`src/pkg/acmrc_pkg.sv`:
```
`default_nettype none
package acmrc_pkg;

  // ---------------------------------------------------------------
  // timing
  // ---------------------------------------------------------------
  localparam int CLK_MHZ = 200;
  localparam int OSC_START_US = 1000;
  localparam int OSC_START_CYC = OSC_START_US * CLK_MHZ;
  localparam int RATE_MULT = 1024;

  // ---------------------------------------------------------------
  // serial port
  // ---------------------------------------------------------------
  localparam int DATA_BITS = 24;
  localparam int CMD_BITS = 8;
  localparam logic [7:0] CMD_READ = 8'h5a;

  // ---------------------------------------------------------------
  // register map (byte addresses)
  // ---------------------------------------------------------------
  localparam logic [7:0] ADR_CTRL = 8'h00;
  localparam logic [7:0] ADR_STAT = 8'h04;
  localparam logic [7:0] ADR_DATA = 8'h08;
  localparam logic [7:0] ADR_IRQ_ST = 8'h0c;
  localparam logic [7:0] ADR_IRQ_MSK = 8'h10;
  localparam logic [7:0] ADR_PERIOD = 8'h14;
  localparam logic [7:0] ADR_NOTCH = 8'h18;

  localparam logic [2:0] MODE_CONT = 3'h0;
  localparam logic [2:0] MODE_SINGLE = 3'h1;
  localparam logic [2:0] MODE_IDLE = 3'h2;
  localparam logic [2:0] MODE_PDOWN = 3'h3;

  localparam logic [9:0] RATE_RST = 10'h060;
  localparam logic [2:0] ORDER_RST = 3'h4;
  localparam int IRQ_CONV = 0;
  localparam int IRQ_READ = 1;

  typedef struct packed {
    logic [13:0] rsv;
    logic [9:0] rate;
    logic [2:0] order;
    logic continuous_read_enable;
    logic chop;
    logic [2:0] mode;
  } acmrc_ctrl_s;

  localparam acmrc_ctrl_s CTRL_RST = '{rsv: 14'h0000, rate: RATE_RST, order: ORDER_RST,
                                       continuous_read_enable: 1'b0, chop: 1'b0, mode: MODE_CONT};

  typedef struct packed {
    logic cyc;
    logic stb;
    logic we;
    logic [7:0] adr;
    logic [3:0] sel;
    logic [31:0] dat;
  } acmrc_wb_req_s;

  typedef struct packed {
    logic cs_n;
    logic din;
    logic sclk;
  } acmrc_ser_pins_s;

  typedef enum logic [1:0] {CV_PDOWN, CV_OSC, CV_RUN, CV_IDLE} acmrc_conv_e;
  typedef enum logic [1:0] {SR_IDLE, SR_CMD, SR_DATA} acmrc_ser_e;

  typedef struct packed {
    acmrc_conv_e conv;
    acmrc_ser_e ser;
    acmrc_ctrl_s ctrl;
    logic [22:0] cnt;
    logic [19:0] osc;
    logic [2:0] nconv;
    logic settled;
    logic done;
    logic [23:0] data;
    logic rdy_n;
    logic [23:0] sh;
    logic [4:0] bits;
    logic [7:0] cmd;
    logic [2:0] sy1;
    logic [2:0] sy2;
    logic [2:0] sy3;
    logic [2:0] lvl;
    logic dout;
    logic [1:0] irq_st;
    logic [1:0] irq_msk;
    logic irq;
    logic ack;
    logic [31:0] rdat;
    logic filt_rst;
    logic mclk_en;
  } acmrc_state_s;

endpackage
`default_nettype wire

```
`src/rtl/acmrc_core.sv`:
```
`timescale 1ns/1ps
`default_nettype none
// Notes on behaviour
// - chop off: one result every 1024 x rate code master clocks.
// - chop on: result period is 1024 x filter order x rate code clocks.
// - chop off, single channel: first notch equals the output rate.
// - chop on: extra notches at odd multiples of half rate; first at order x rate.
// - mode 000 is reset default: convert forever, store each result.
// - conversion done drives status ready bit low, and the data-out/ready pin too unless a serial word is shifting out.
// - continuous read: each result shifts out on serial clocks without commands.
// - after reset or reconfiguration no result until full filter settling.
// - after first settled result, results follow at the programmed rate.
// - mode 001: wake and do exactly one settled conversion.
// - single mode waits up to 1 ms oscillator start before converting.
// - single conversion done: store result, ready low, then power down.
// - data register keeps a result until the next conversion overwrites it.
// - ready stays low until data is read or the control register is written.
// - mode 010: filter and modulator held in reset, modulator clock kept.

module acmrc_core #(
  parameter int OSC_CYC = acmrc_pkg::OSC_START_CYC
) (
  input wire logic clk_i,
  input wire logic rst_i,
  input wire acmrc_pkg::acmrc_wb_req_s wb_req_i,
  output logic [31:0] wb_dat_o,
  output logic wb_ack_o,
  input wire acmrc_pkg::acmrc_ser_pins_s ser_i,
  output logic dout_rdy_n_o,
  input wire logic [23:0] filt_data_i,
  output logic filt_rst_o,
  output logic mod_clk_en_o,
  output logic conv_done_o,
  output logic irq_o
);
  import acmrc_pkg::*;

  // ---------------------------------------------------------------
  // helpers
  // ---------------------------------------------------------------
  function automatic logic [22:0] period_f(input acmrc_ctrl_s c);
    logic [12:0] fs;
    logic [12:0] ord;
    // a zero code would stall the divider, so it runs as code one
    fs = {3'h0, (c.rate == 10'h000) ? 10'h001 : c.rate};
    ord = {10'h000, (c.order == 3'h0) ? 3'h1 : c.order};
    if (!c.chop) begin
      ord = 13'h0001;
    end
    period_f = 23'(32'(fs * ord) * RATE_MULT);
  endfunction

  // chop folds the filter order into the period, so one period settles
  function automatic logic [2:0] settle_f(input acmrc_ctrl_s c);
    if (c.chop) begin
      settle_f = 3'h1;
    end else begin
      settle_f = (c.order == 3'h0) ? 3'h1 : c.order;
    end
  endfunction

  function automatic logic [31:0] merge_f(input logic [31:0] o, input logic [31:0] w,
                                          input logic [3:0] s);
    merge_f = o;
    for (int i = 0; i < 4; i++) begin
      if (s[i]) begin
        merge_f[8*i +: 8] = w[8*i +: 8];
      end
    end
  endfunction

  // ---------------------------------------------------------------
  // state
  // ---------------------------------------------------------------
  acmrc_state_s st_r;
  acmrc_state_s n;
  logic bus_wr;
  logic bus_rd;
  logic wr_ctrl;
  logic set_rdy;
  logic clr_rdy;
  logic fall;
  logic rise;
  logic read_done;
  logic [1:0] irq_clr;
  logic [31:0] wmerge;

  assign bus_wr = st_r.ack & wb_req_i.cyc & wb_req_i.stb & wb_req_i.we;
  assign bus_rd = st_r.ack & wb_req_i.cyc & wb_req_i.stb & ~wb_req_i.we;
  assign wr_ctrl = bus_wr & (wb_req_i.adr == ADR_CTRL);
  assign wmerge = merge_f(st_r.ctrl, wb_req_i.dat, wb_req_i.sel);

  always_comb begin
    n = st_r;
    set_rdy = 1'b0;
    clr_rdy = 1'b0;
    read_done = 1'b0;
    irq_clr = 2'h0;
    n.done = 1'b0;
    n.filt_rst = 1'b0;
    n.mclk_en = 1'b1;

    // ---------------------------------------------------------------
    // pin synchronisers: a level counts once stages two and three agree
    // ---------------------------------------------------------------
    n.sy1 = {ser_i.cs_n, ser_i.din, ser_i.sclk};
    n.sy2 = st_r.sy1;
    n.sy3 = st_r.sy2;
    n.lvl = (st_r.sy2 & st_r.sy3) | (st_r.lvl & (st_r.sy2 ^ st_r.sy3));
    fall = st_r.lvl[0] & ~n.lvl[0];
    rise = ~st_r.lvl[0] & n.lvl[0];

    // ---------------------------------------------------------------
    // conversion sequencer
    // ---------------------------------------------------------------
    unique case (st_r.conv)
      CV_RUN: begin
        if (st_r.cnt > 23'h00_0001) begin
          n.cnt = st_r.cnt - 23'h00_0001;
        end else begin
          n.cnt = period_f(st_r.ctrl);
          if (st_r.nconv > 3'h1) begin
            n.nconv = st_r.nconv - 3'h1;
          end else begin
            n.done = 1'b1;
            n.data = filt_data_i;
            n.settled = 1'b1;
            set_rdy = 1'b1;
            if (st_r.ctrl.mode == MODE_SINGLE) begin
              n.conv = CV_PDOWN;
              n.ctrl.mode = MODE_PDOWN;
            end
          end
        end
      end
      CV_OSC: begin
        if (st_r.osc > 20'h0_0001) begin
          n.osc = st_r.osc - 20'h0_0001;
        end else begin
          n.conv = CV_RUN;
          n.cnt = period_f(st_r.ctrl);
          n.nconv = settle_f(st_r.ctrl);
        end
      end
      CV_IDLE: begin
        n.filt_rst = 1'b1;
      end
      CV_PDOWN: begin
        n.filt_rst = 1'b1;
        n.mclk_en = 1'b0;
      end
    endcase

    // ---------------------------------------------------------------
    // wishbone slave: ack one cycle after the strobe, writes at the ack edge
    // ---------------------------------------------------------------
    n.ack = wb_req_i.cyc & wb_req_i.stb & ~st_r.ack;
    if (n.ack) begin
      case (wb_req_i.adr)
        ADR_CTRL: n.rdat = st_r.ctrl;
        ADR_STAT: n.rdat = 32'({st_r.ser, st_r.conv, st_r.settled, st_r.rdy_n});
        ADR_DATA: n.rdat = {8'h00, st_r.data};
        ADR_IRQ_ST: n.rdat = {30'h0000_0000, st_r.irq_st};
        ADR_IRQ_MSK: n.rdat = {30'h0000_0000, st_r.irq_msk};
        ADR_PERIOD: n.rdat = {9'h000, period_f(st_r.ctrl)};
        // first notch sits at order x rate with chop, at rate without; reads 1024 x code either way, not order x 1024 x code with chop
        ADR_NOTCH: n.rdat = 32'(32'(st_r.ctrl.rate) * RATE_MULT);
        default: n.rdat = 32'h0000_0000;
      endcase
    end
    if (bus_rd && wb_req_i.adr == ADR_DATA) begin
      clr_rdy = 1'b1;
    end
    if (bus_wr) begin
      case (wb_req_i.adr)
        ADR_IRQ_ST: irq_clr = wb_req_i.dat[1:0];
        ADR_IRQ_MSK: n.irq_msk = wmerge[1:0];
        default: ;
      endcase
    end
    if (wr_ctrl) begin
      n.ctrl = wmerge;
      n.ctrl.rsv = 14'h0000;
      n.settled = 1'b0;
      clr_rdy = 1'b1;
      case (n.ctrl.mode)
        MODE_CONT: begin
          n.conv = CV_RUN;
          n.cnt = period_f(n.ctrl);
          n.nconv = settle_f(n.ctrl);
        end
        MODE_SINGLE: begin
          n.conv = CV_OSC;
          n.osc = 20'(OSC_CYC);
        end
        MODE_IDLE: n.conv = CV_IDLE;
        default: n.conv = CV_PDOWN;
      endcase
    end

    // ---------------------------------------------------------------
    // serial read-out, clock idles high, data changes on the falling edge
    // ---------------------------------------------------------------
    unique case (st_r.ser)
      SR_IDLE: begin
        if (!n.lvl[2]) begin
          if (st_r.ctrl.continuous_read_enable && !st_r.rdy_n) begin
            n.ser = SR_DATA;
            n.sh = st_r.data;
            n.bits = 5'(DATA_BITS);
          end else if (!st_r.ctrl.continuous_read_enable && rise) begin
            n.ser = SR_CMD;
            n.cmd = {st_r.cmd[6:0], n.lvl[1]};
            n.bits = 5'(CMD_BITS - 1);
          end
        end
      end
      SR_CMD: begin
        if (rise) begin
          n.cmd = {st_r.cmd[6:0], n.lvl[1]};
          n.bits = st_r.bits - 5'h01;
          if (st_r.bits == 5'h01) begin
            // other commands belong to the rest of the port and are dropped here
            n.ser = (n.cmd == CMD_READ) ? SR_DATA : SR_IDLE;
            n.sh = st_r.data;
            n.bits = 5'(DATA_BITS);
          end
        end
      end
      SR_DATA: begin
        if (fall) begin
          n.dout = st_r.sh[23];
          n.sh = {st_r.sh[22:0], 1'b0};
        end
        if (rise) begin
          n.bits = st_r.bits - 5'h01;
          if (st_r.bits == 5'h01) begin
            n.ser = SR_IDLE;
            read_done = 1'b1;
            clr_rdy = 1'b1;
          end
        end
      end
      default: n.ser = SR_IDLE;
    endcase
    // a dropped chip select abandons the word and keeps ready low
    if (n.lvl[2]) begin
      n.ser = SR_IDLE;
    end

    // ---------------------------------------------------------------
    // ready flag and interrupts: a set wins over a clear in the same cycle
    // ---------------------------------------------------------------
    n.rdy_n = set_rdy ? 1'b0 : (clr_rdy ? 1'b1 : st_r.rdy_n);
    n.irq_st[IRQ_CONV] = n.done | (st_r.irq_st[IRQ_CONV] & ~irq_clr[IRQ_CONV]);
    n.irq_st[IRQ_READ] = read_done | (st_r.irq_st[IRQ_READ] & ~irq_clr[IRQ_READ]);
    n.irq = |(n.irq_st & n.irq_msk);
    if (n.ser != SR_DATA) begin
      n.dout = n.rdy_n;
    end

    // taken from the next state so the pins follow a mode change without a cycle of lag
    n.filt_rst = (n.conv == CV_IDLE) || (n.conv == CV_PDOWN);
    n.mclk_en = (n.conv != CV_PDOWN);

    if (rst_i) begin
      n = '0;
      n.ctrl = CTRL_RST;
      n.conv = CV_RUN;
      n.cnt = period_f(CTRL_RST);
      n.nconv = settle_f(CTRL_RST);
      n.rdy_n = 1'b1;
      n.dout = 1'b1;
      n.sy1 = 3'h7;
      n.sy2 = 3'h7;
      n.sy3 = 3'h7;
      n.lvl = 3'h7;
      n.mclk_en = 1'b1;
    end
  end

  always_ff @(posedge clk_i) begin
    st_r <= n;
  end

  assign wb_dat_o = st_r.rdat;
  assign wb_ack_o = st_r.ack;
  assign dout_rdy_n_o = st_r.dout;
  assign filt_rst_o = st_r.filt_rst;
  assign mod_clk_en_o = st_r.mclk_en;
  assign conv_done_o = st_r.done;
  assign irq_o = st_r.irq;

  // ---------------------------------------------------------------
  // checks
  // ---------------------------------------------------------------
  logic [25:0] since_q;
  logic [22:0] per_w;
  assign per_w = period_f(st_r.ctrl);

  always_ff @(posedge clk_i) begin
    // a restart loads the period at this very edge, so its count begins at zero
    if (rst_i || wr_ctrl || (st_r.conv == CV_OSC && n.conv == CV_RUN)) begin
      since_q <= 26'h000_0000;
    end else if (st_r.done) begin
      since_q <= 26'h000_0001;
    end else begin
      since_q <= since_q + 26'h000_0001;
    end
  end
endmodule // acmrc_core
`default_nettype wire

```
`config.mk`:
```
export PLATFORM = sky130hd
export DESIGN_NAME = acmrc_core
export DESIGN_NICKNAME = d
export VERILOG_FILES = /design/src/pkg/acmrc_pkg.sv /design/src/rtl/acmrc_core.sv
export SDC_FILE = /design/constraint.sdc
export NUM_CORES = 1
export LEC_CHECK = 0
export ABC_AREA = 1
export BUFFER_PORTS_ARGS = -buffer_cell sky130_fd_sc_hd__buf_2
export CAP_MARGIN = 10
export CORE_ASPECT_RATIO = 1.2
export CORE_MARGIN = 4
export CORE_UTILIZATION = 61
export CTS_CLUSTER_DIAMETER = 60
export DETAILED_ROUTE_END_ITERATION = 12
export PLACE_DENSITY = 0.82
export SYNTH_ARGS = -nofsm -noshare
export SYNTH_HDL_FRONTEND = slang
export SYNTH_SLANG_ARGS = --single-unit
```
`constraint.sdc`:
```
create_clock -name clk_i -period 5.2 [get_ports clk_i]
set_input_delay 0.78 -clock clk_i [delete_from_list [all_inputs] [get_ports clk_i]]
set_output_delay 0.78 -clock clk_i [all_outputs]
set_load 0.03 [all_outputs]
```
Word-level counts from Yosys, hierarchy flattened
Index checks and enable logic that the tools add are counted.

operators by class
  reductions and logical operators = 30
  magnitude comparators = 3
  equal/unequal tests = 28
  add/sub/neg operators = 4
  bitwise logic cells = 26
  multiply operators = 4
  muxes and demuxes = 86

operators by type and width
  operator                                                                number
  24-bit one-hot mux with 7 select lines                                  1
  13-bit two-way mux                                                      9
  29-bit one-hot mux with 3 select lines                                  1
  37-bit two-way mux                                                      2
  23-bit two-way mux                                                      3
  20-bit two-way mux                                                      3
  29-bit two-way mux                                                      2
  10-bit by 13-bit multiplier with 13-bit output                          4
  26-bit two-way mux                                                      2
  50-bit two-way mux                                                      1
  24-bit two-way mux                                                      2
  23-bit one-hot mux with 2 select lines                                  1
  3-bit two-way mux                                                       13
  2-bit two-way mux                                                       18
  8-bit by 5-bit == test with 1-bit output (second input constant)        3
  8-bit two-way mux                                                       3
  23-bit by 1-bit > comparator with 1-bit output (second input constant)  1
  23-bit by 1-bit subtractor with 23-bit output (second input constant)   1
  2-bit != test (second input constant)                                   11
  20-bit by 1-bit > comparator with 1-bit output (second input constant)  1
  10-bit logical NOT                                                      2
  10-bit two-way mux                                                      2
  20-bit by 1-bit subtractor with 20-bit output (second input constant)   1
  8-bit by 4-bit == test with 1-bit output (second input constant)        2
  other kinds (38)                                                        92

word-level totals
  flip-flop bits (word level) = 184
  logic and storage cells = 210
  output and inout port bits = 38
  input port bits = 76

Depth between registers and ports, before layout
  word-level depth = 12
  gate-level depth with buffers = 26
  gate-level depth less buffers = 26

Worst setup path after synthesis
OpenSTA, ideal clock, no wires.

  path kind = input -> register
  start point = in wb_req_i[32] (netlist name)
  end point = reg st_r[157] (netlist name)
  setup slack = 0.715 ns
  data arrival time = 4.430 ns
  stages on the path = 19
  path buffers = 1
  cell sequence = buf_6 > o21ai_0 > nor2_1 > inv_1 > nor2_1 > fa_1 > ha_1 > inv_1 > fa_1 > inv_1 > ha_1 > ha_1 > nand2_1 > o21bai_1 > a21oi_1 > or2_2 > a31oi_1 > nand2_1 > inv_1

on the way
  longest elaborated chain between the ends = 9
  elaborated cells between the ends (all ways) = 10

ends and longest elaborated chain
  item                                            line               RTL
  start: declaration                              acmrc_core.sv:25   input wire acmrc_pkg::acmrc_wb_req_s wb_req_i,
  8-bit two-way mux (*)                           acmrc_core.sv:66   if (s[i]) begin
  3-bit logical NOT                               acmrc_core.sv:46   ord = {10'h000, (c.order == 3'h0) ? 3'h1 : c.order};
  3-bit two-way mux                               acmrc_core.sv:46
  3-bit two-way mux                               acmrc_core.sv:47   if (!c.chop) begin
  13-bit two-way mux                              acmrc_core.sv:186  case (n.ctrl.mode)
  13-bit two-way mux                              acmrc_core.sv:181  if (wr_ctrl) begin
  10-bit by 13-bit multiplier with 13-bit output  acmrc_core.sv:50   period_f = 23'(32'(fs * ord) * RATE_MULT);
  23-bit two-way mux (*)                          acmrc_core.sv:186
  50-bit two-way mux (*)                          acmrc_core.sv:181
  end signal: assignment                          acmrc_core.sv:283  st_r <= n;
  end: declaration                                acmrc_core.sv:75   acmrc_state_s st_r;

Mark *: on every way between the ends. The rest lies on a longest branch, timed or not. The select of a mux whose other input is x is not followed.
A chain may end at the register's enable or synchronous reset.

Worst setup path in the final report
  start point = reg st_r[166] (netlist name)
  end point = reg st_r[161] (netlist name)

on the way
  longest elaborated chain between the ends = 8
  elaborated cells between the ends (all ways) = 17

ends and longest elaborated chain
  item                                            line                                  RTL
  3-bit two-way mux                               acmrc_core.sv:47
  13-bit two-way mux, on equally long branches    acmrc_core.sv:137, acmrc_core.sv:118
  13-bit two-way mux                              acmrc_core.sv:116                     unique case (st_r.conv)
  10-bit by 13-bit multiplier with 13-bit output  acmrc_core.sv:50
  23-bit two-way mux, on equally long branches    acmrc_core.sv:137, acmrc_core.sv:118
  23-bit one-hot mux with 2 select lines          acmrc_core.sv:116
  23-bit two-way mux                              acmrc_core.sv:186
  50-bit two-way mux (*)                          acmrc_core.sv:181

Marked as above.

==> flow_metrics.tcl <==
set metrics [dict create \
    synth-compound-area-share_pct 16.35 \
    io_pins 114 \
    viasPerCell 5.619 \
    synth_top_family_by_area "simple AND/OR/NAND/NOR gates" \
    setup_ws_ps 580.4 \
    leakage_nw 6.269 \
    setup_viol 0 \
    clk_latency_ps 440 \
    total_power_mw 3.576 \
    endpoint_kind "flop" \
    clk_path_buf_depth 2 \
    power_density_mw_per_mm2 279.2 \
    drt_pass1_iterations 6 \
    slew_violations 0 \
    antenna_found_initial 1 \
    io_buffers 90 \
    rrSetupSlack_ps 580 \
    core_mm2 0.01899 \
    overflow 0 \
    fin_crit_ps 4620 \
    wl_met3_mm 2.332 \
    h-tree-depth 4 \
    nets 1947 \
    crit_type "reg -> reg" \
    yosys.area.top_type "dfxtp_1" \
    dieArea_mm2 0.02176 \
    status "finished, final reports clean" \
    rsz0062_at_grt "no" \
    synth_seq_cells 176 \
    grt_max_degree 67 \
    grt_pass1_wl_mm 50.98 \
    synth_warnings 0 \
    row_count 55 \
    muxShareOfSynthArea_pct 0.09487 \
    area_growth_pct 7.884 \
    antenna_left 0 \
    place_hpwl_mm 23.07 \
    n_antenna_cell 0 \
    drt-total-wl_mm 30.89 \
    vias 11360 \
    grt_pass1_vias 10770 \
    arrival_ps 5000 \
    cts_hold_buf 0 \
    ir_drop_v 0.0002700 \
    dr_wl_met2_mm 14.76 \
    yosysSeqAreaShare_pct 29.68 \
    synth-simple-area-share_pct 25.88 \
    die_y_um 160.8 \
    place.gp.congestion 0.9506 \
    syn_avg_cell_area_um2 6.913 \
    ys.flop_type "dfxtp_1" \
    maxSlewHeadroom_pct 32.55 \
    maxCapViolCount 0 \
    netlist_instances 1717 \
    cp-start-kind "flop" \
    top_layer_used "met5" \
    cts.sinks 176 \
    layout-drive-gt1-share_pct 10.65 \
    synth-xor-area-share_pct 3.025 \
    synth_common_cells "333 x nand2_1, 221 x inv_1, 207 x nor2_1" \
    setup_tns_ps 0 \
    synth.distinct_cells 50 \
    fillerInstances 1706 \
    synth.top_cells.by_area "dfxtp_1 30%, ha_1 11%, nand2_1 11%" \
    tightestPinTransition_ps 1012 \
    cts_buffers 17 \
    ctsResizeCount 0 \
    die_w_um 135.3 \
    syn_area_mm2 0.01187 \
    wire_per_inst_um 15.28 \
    path_max_fanout 9 \
    drt-met1-wl_mm 12.91 \
    clockRootBuffer "clkbuf_16" \
    hp-class "reg -> reg" \
    dp_worst_setup_slack_ps 195.3 \
    cts_tree "built" \
    fmax_mhz 216.5 \
    fin_hold_ws_ps 410.4 \
    drtIter0Drc 986 \
    drc 0 \
    track_usage_pct 28.47 \
    synth_top_area_share_pct 29.68 \
    hold_viol 0 \
    post_cts_buffers 0 \
    post-route-util_pct 67.42 \
    min_period_over_period_pct 88.84 \
    clk_pin_slew_ps 70 \
    synthArstFlopShare_pct 0 \
    synth_edf_count 0 \
    yosysMostFrequentCell "nand2_1" \
    synth_adder_area_share_pct 13.45 \
    crit_required_ps 5580 \
    start_util_pct 62.50 \
    finClkSkew_ps 9.827 \
]
critical path, stage by stage (launching register included):
cell and delay (ps):
dfxtp_1 520, nand2_1 270, inv_1 200, nand2_1 100
fa_1 560, inv_1 50, ha_1 270, ha_1 290
ha_1 300, ha_1 300, ha_1 390, nand2_1 100
nor2_1 160, nand3_1 100, nand3_1 100, xor2_1 300
nand2_1 130, nand2_1 90, nand2_1 90, nand2_1 80
nand2_1 60, nor2_1 100
layer usage:
layer  vias to the layer above  GRT usage [%]
li1                       5650              -
met1                      5209          35.98
met2                       425          48.80
met3                        71          4.668
met4                         2          10.27
met5                         -              0
cells by family (layout without fill, tap and decap cells):
group,after synthesis,after routing
muxes,1,1
xor gates and xnor gates,41,41
other,1,8
DFF,176,176
and+or+nand+nor,706,706
adders and majority gates,118,118
AOI/OAI and AO/OA,356,356
buffers and inverters,318,359
state kept, by name, indices dropped and copies added (netlist names):
register      flops
conv_done_o       1
wb_dat_o         24
dout_rdy_n_o      1
irq_o             1
filt_rst_o        1
st_r            146
mod_clk_en_o      1
wb_ack_o          1
stage by stage:
step | std cells | instance area, um2
3_5_place_dp | 1990 | 12230
2_1_floorplan | 1724 | 11900
6_report | 2021 | 12810
5_1_grt | 2021 | 12810
4_1_cts | 2021 | 12810
3_3_place_gp | 1990 | 12230
report_power, final:
| part | total [mW] | internal (mW) | switching (mW) |
|---|---|---|---|
| Sequential | 1.48 | 1.41 | 0.0702 |
| Combinational | 0.829 | 0.290 | 0.539 |
| Clock | 1.26 | 0.657 | 0.607 |
| Total | 3.58 | 2.36 | 1.22 |
final cells by class:
| type | count | area (um2) | area share [%] |
|---|---|---|---|
| Tap cell | 256 | 320.3 | 2.501 |
| Inverter | 231 | 873.3 | 6.820 |
| Multi-Input combinational cell | 1230 | 7012 | 54.75 |
| Timing Repair Buffer | 97 | 503.0 | 3.928 |
| Clock inverter | 12 | 121.4 | 0.9477 |
| Sequential cell | 176 | 3523 | 27.51 |
| Clock buffer | 19 | 452.9 | 3.537 |
path summary, 6_finish.rpt:
kind,start,endpoint,depth (start not counted)
max,st_r[166],st_r[161],21
max reg2reg,st_r[166],st_r[161],21
min,st_r[50],st_r[47],1
min reg2reg,st_r[50],st_r[47],1
cell usage in the layout (no fill, tap or decap), types with 6 or more instances in the layout:
| cell | instances |
|---|---|
| nand2_1 | 333 |
| a211oi_1 | 7 |
| nor2_4 | 6 |
| a21oi_1 | 137 |
| clkbuf_16 | 17 |
| fa_1 | 16 |
| conb_1 | 8 |
| xor2_1 | 26 |
| inv_1 | 220 |
| nor3_1 | 16 |
| ha_1 | 102 |
| nand2_4 | 6 |
| buf_4 | 7 |
| inv_2 | 8 |
| a31oi_1 | 29 |
| o22ai_1 | 18 |
| nor2_2 | 8 |
| nand3_2 | 6 |
| nand4_1 | 20 |
| buf_2 | 90 |
| nand3_1 | 74 |
| or2_2 | 13 |
| nor2_1 | 206 |
| nand2_2 | 6 |
| o21ai_0 | 133 |
| dfxtp_1 | 176 |
| xnor2_1 | 15 |
Note: power is estimated with default switching activity, not from simulation.
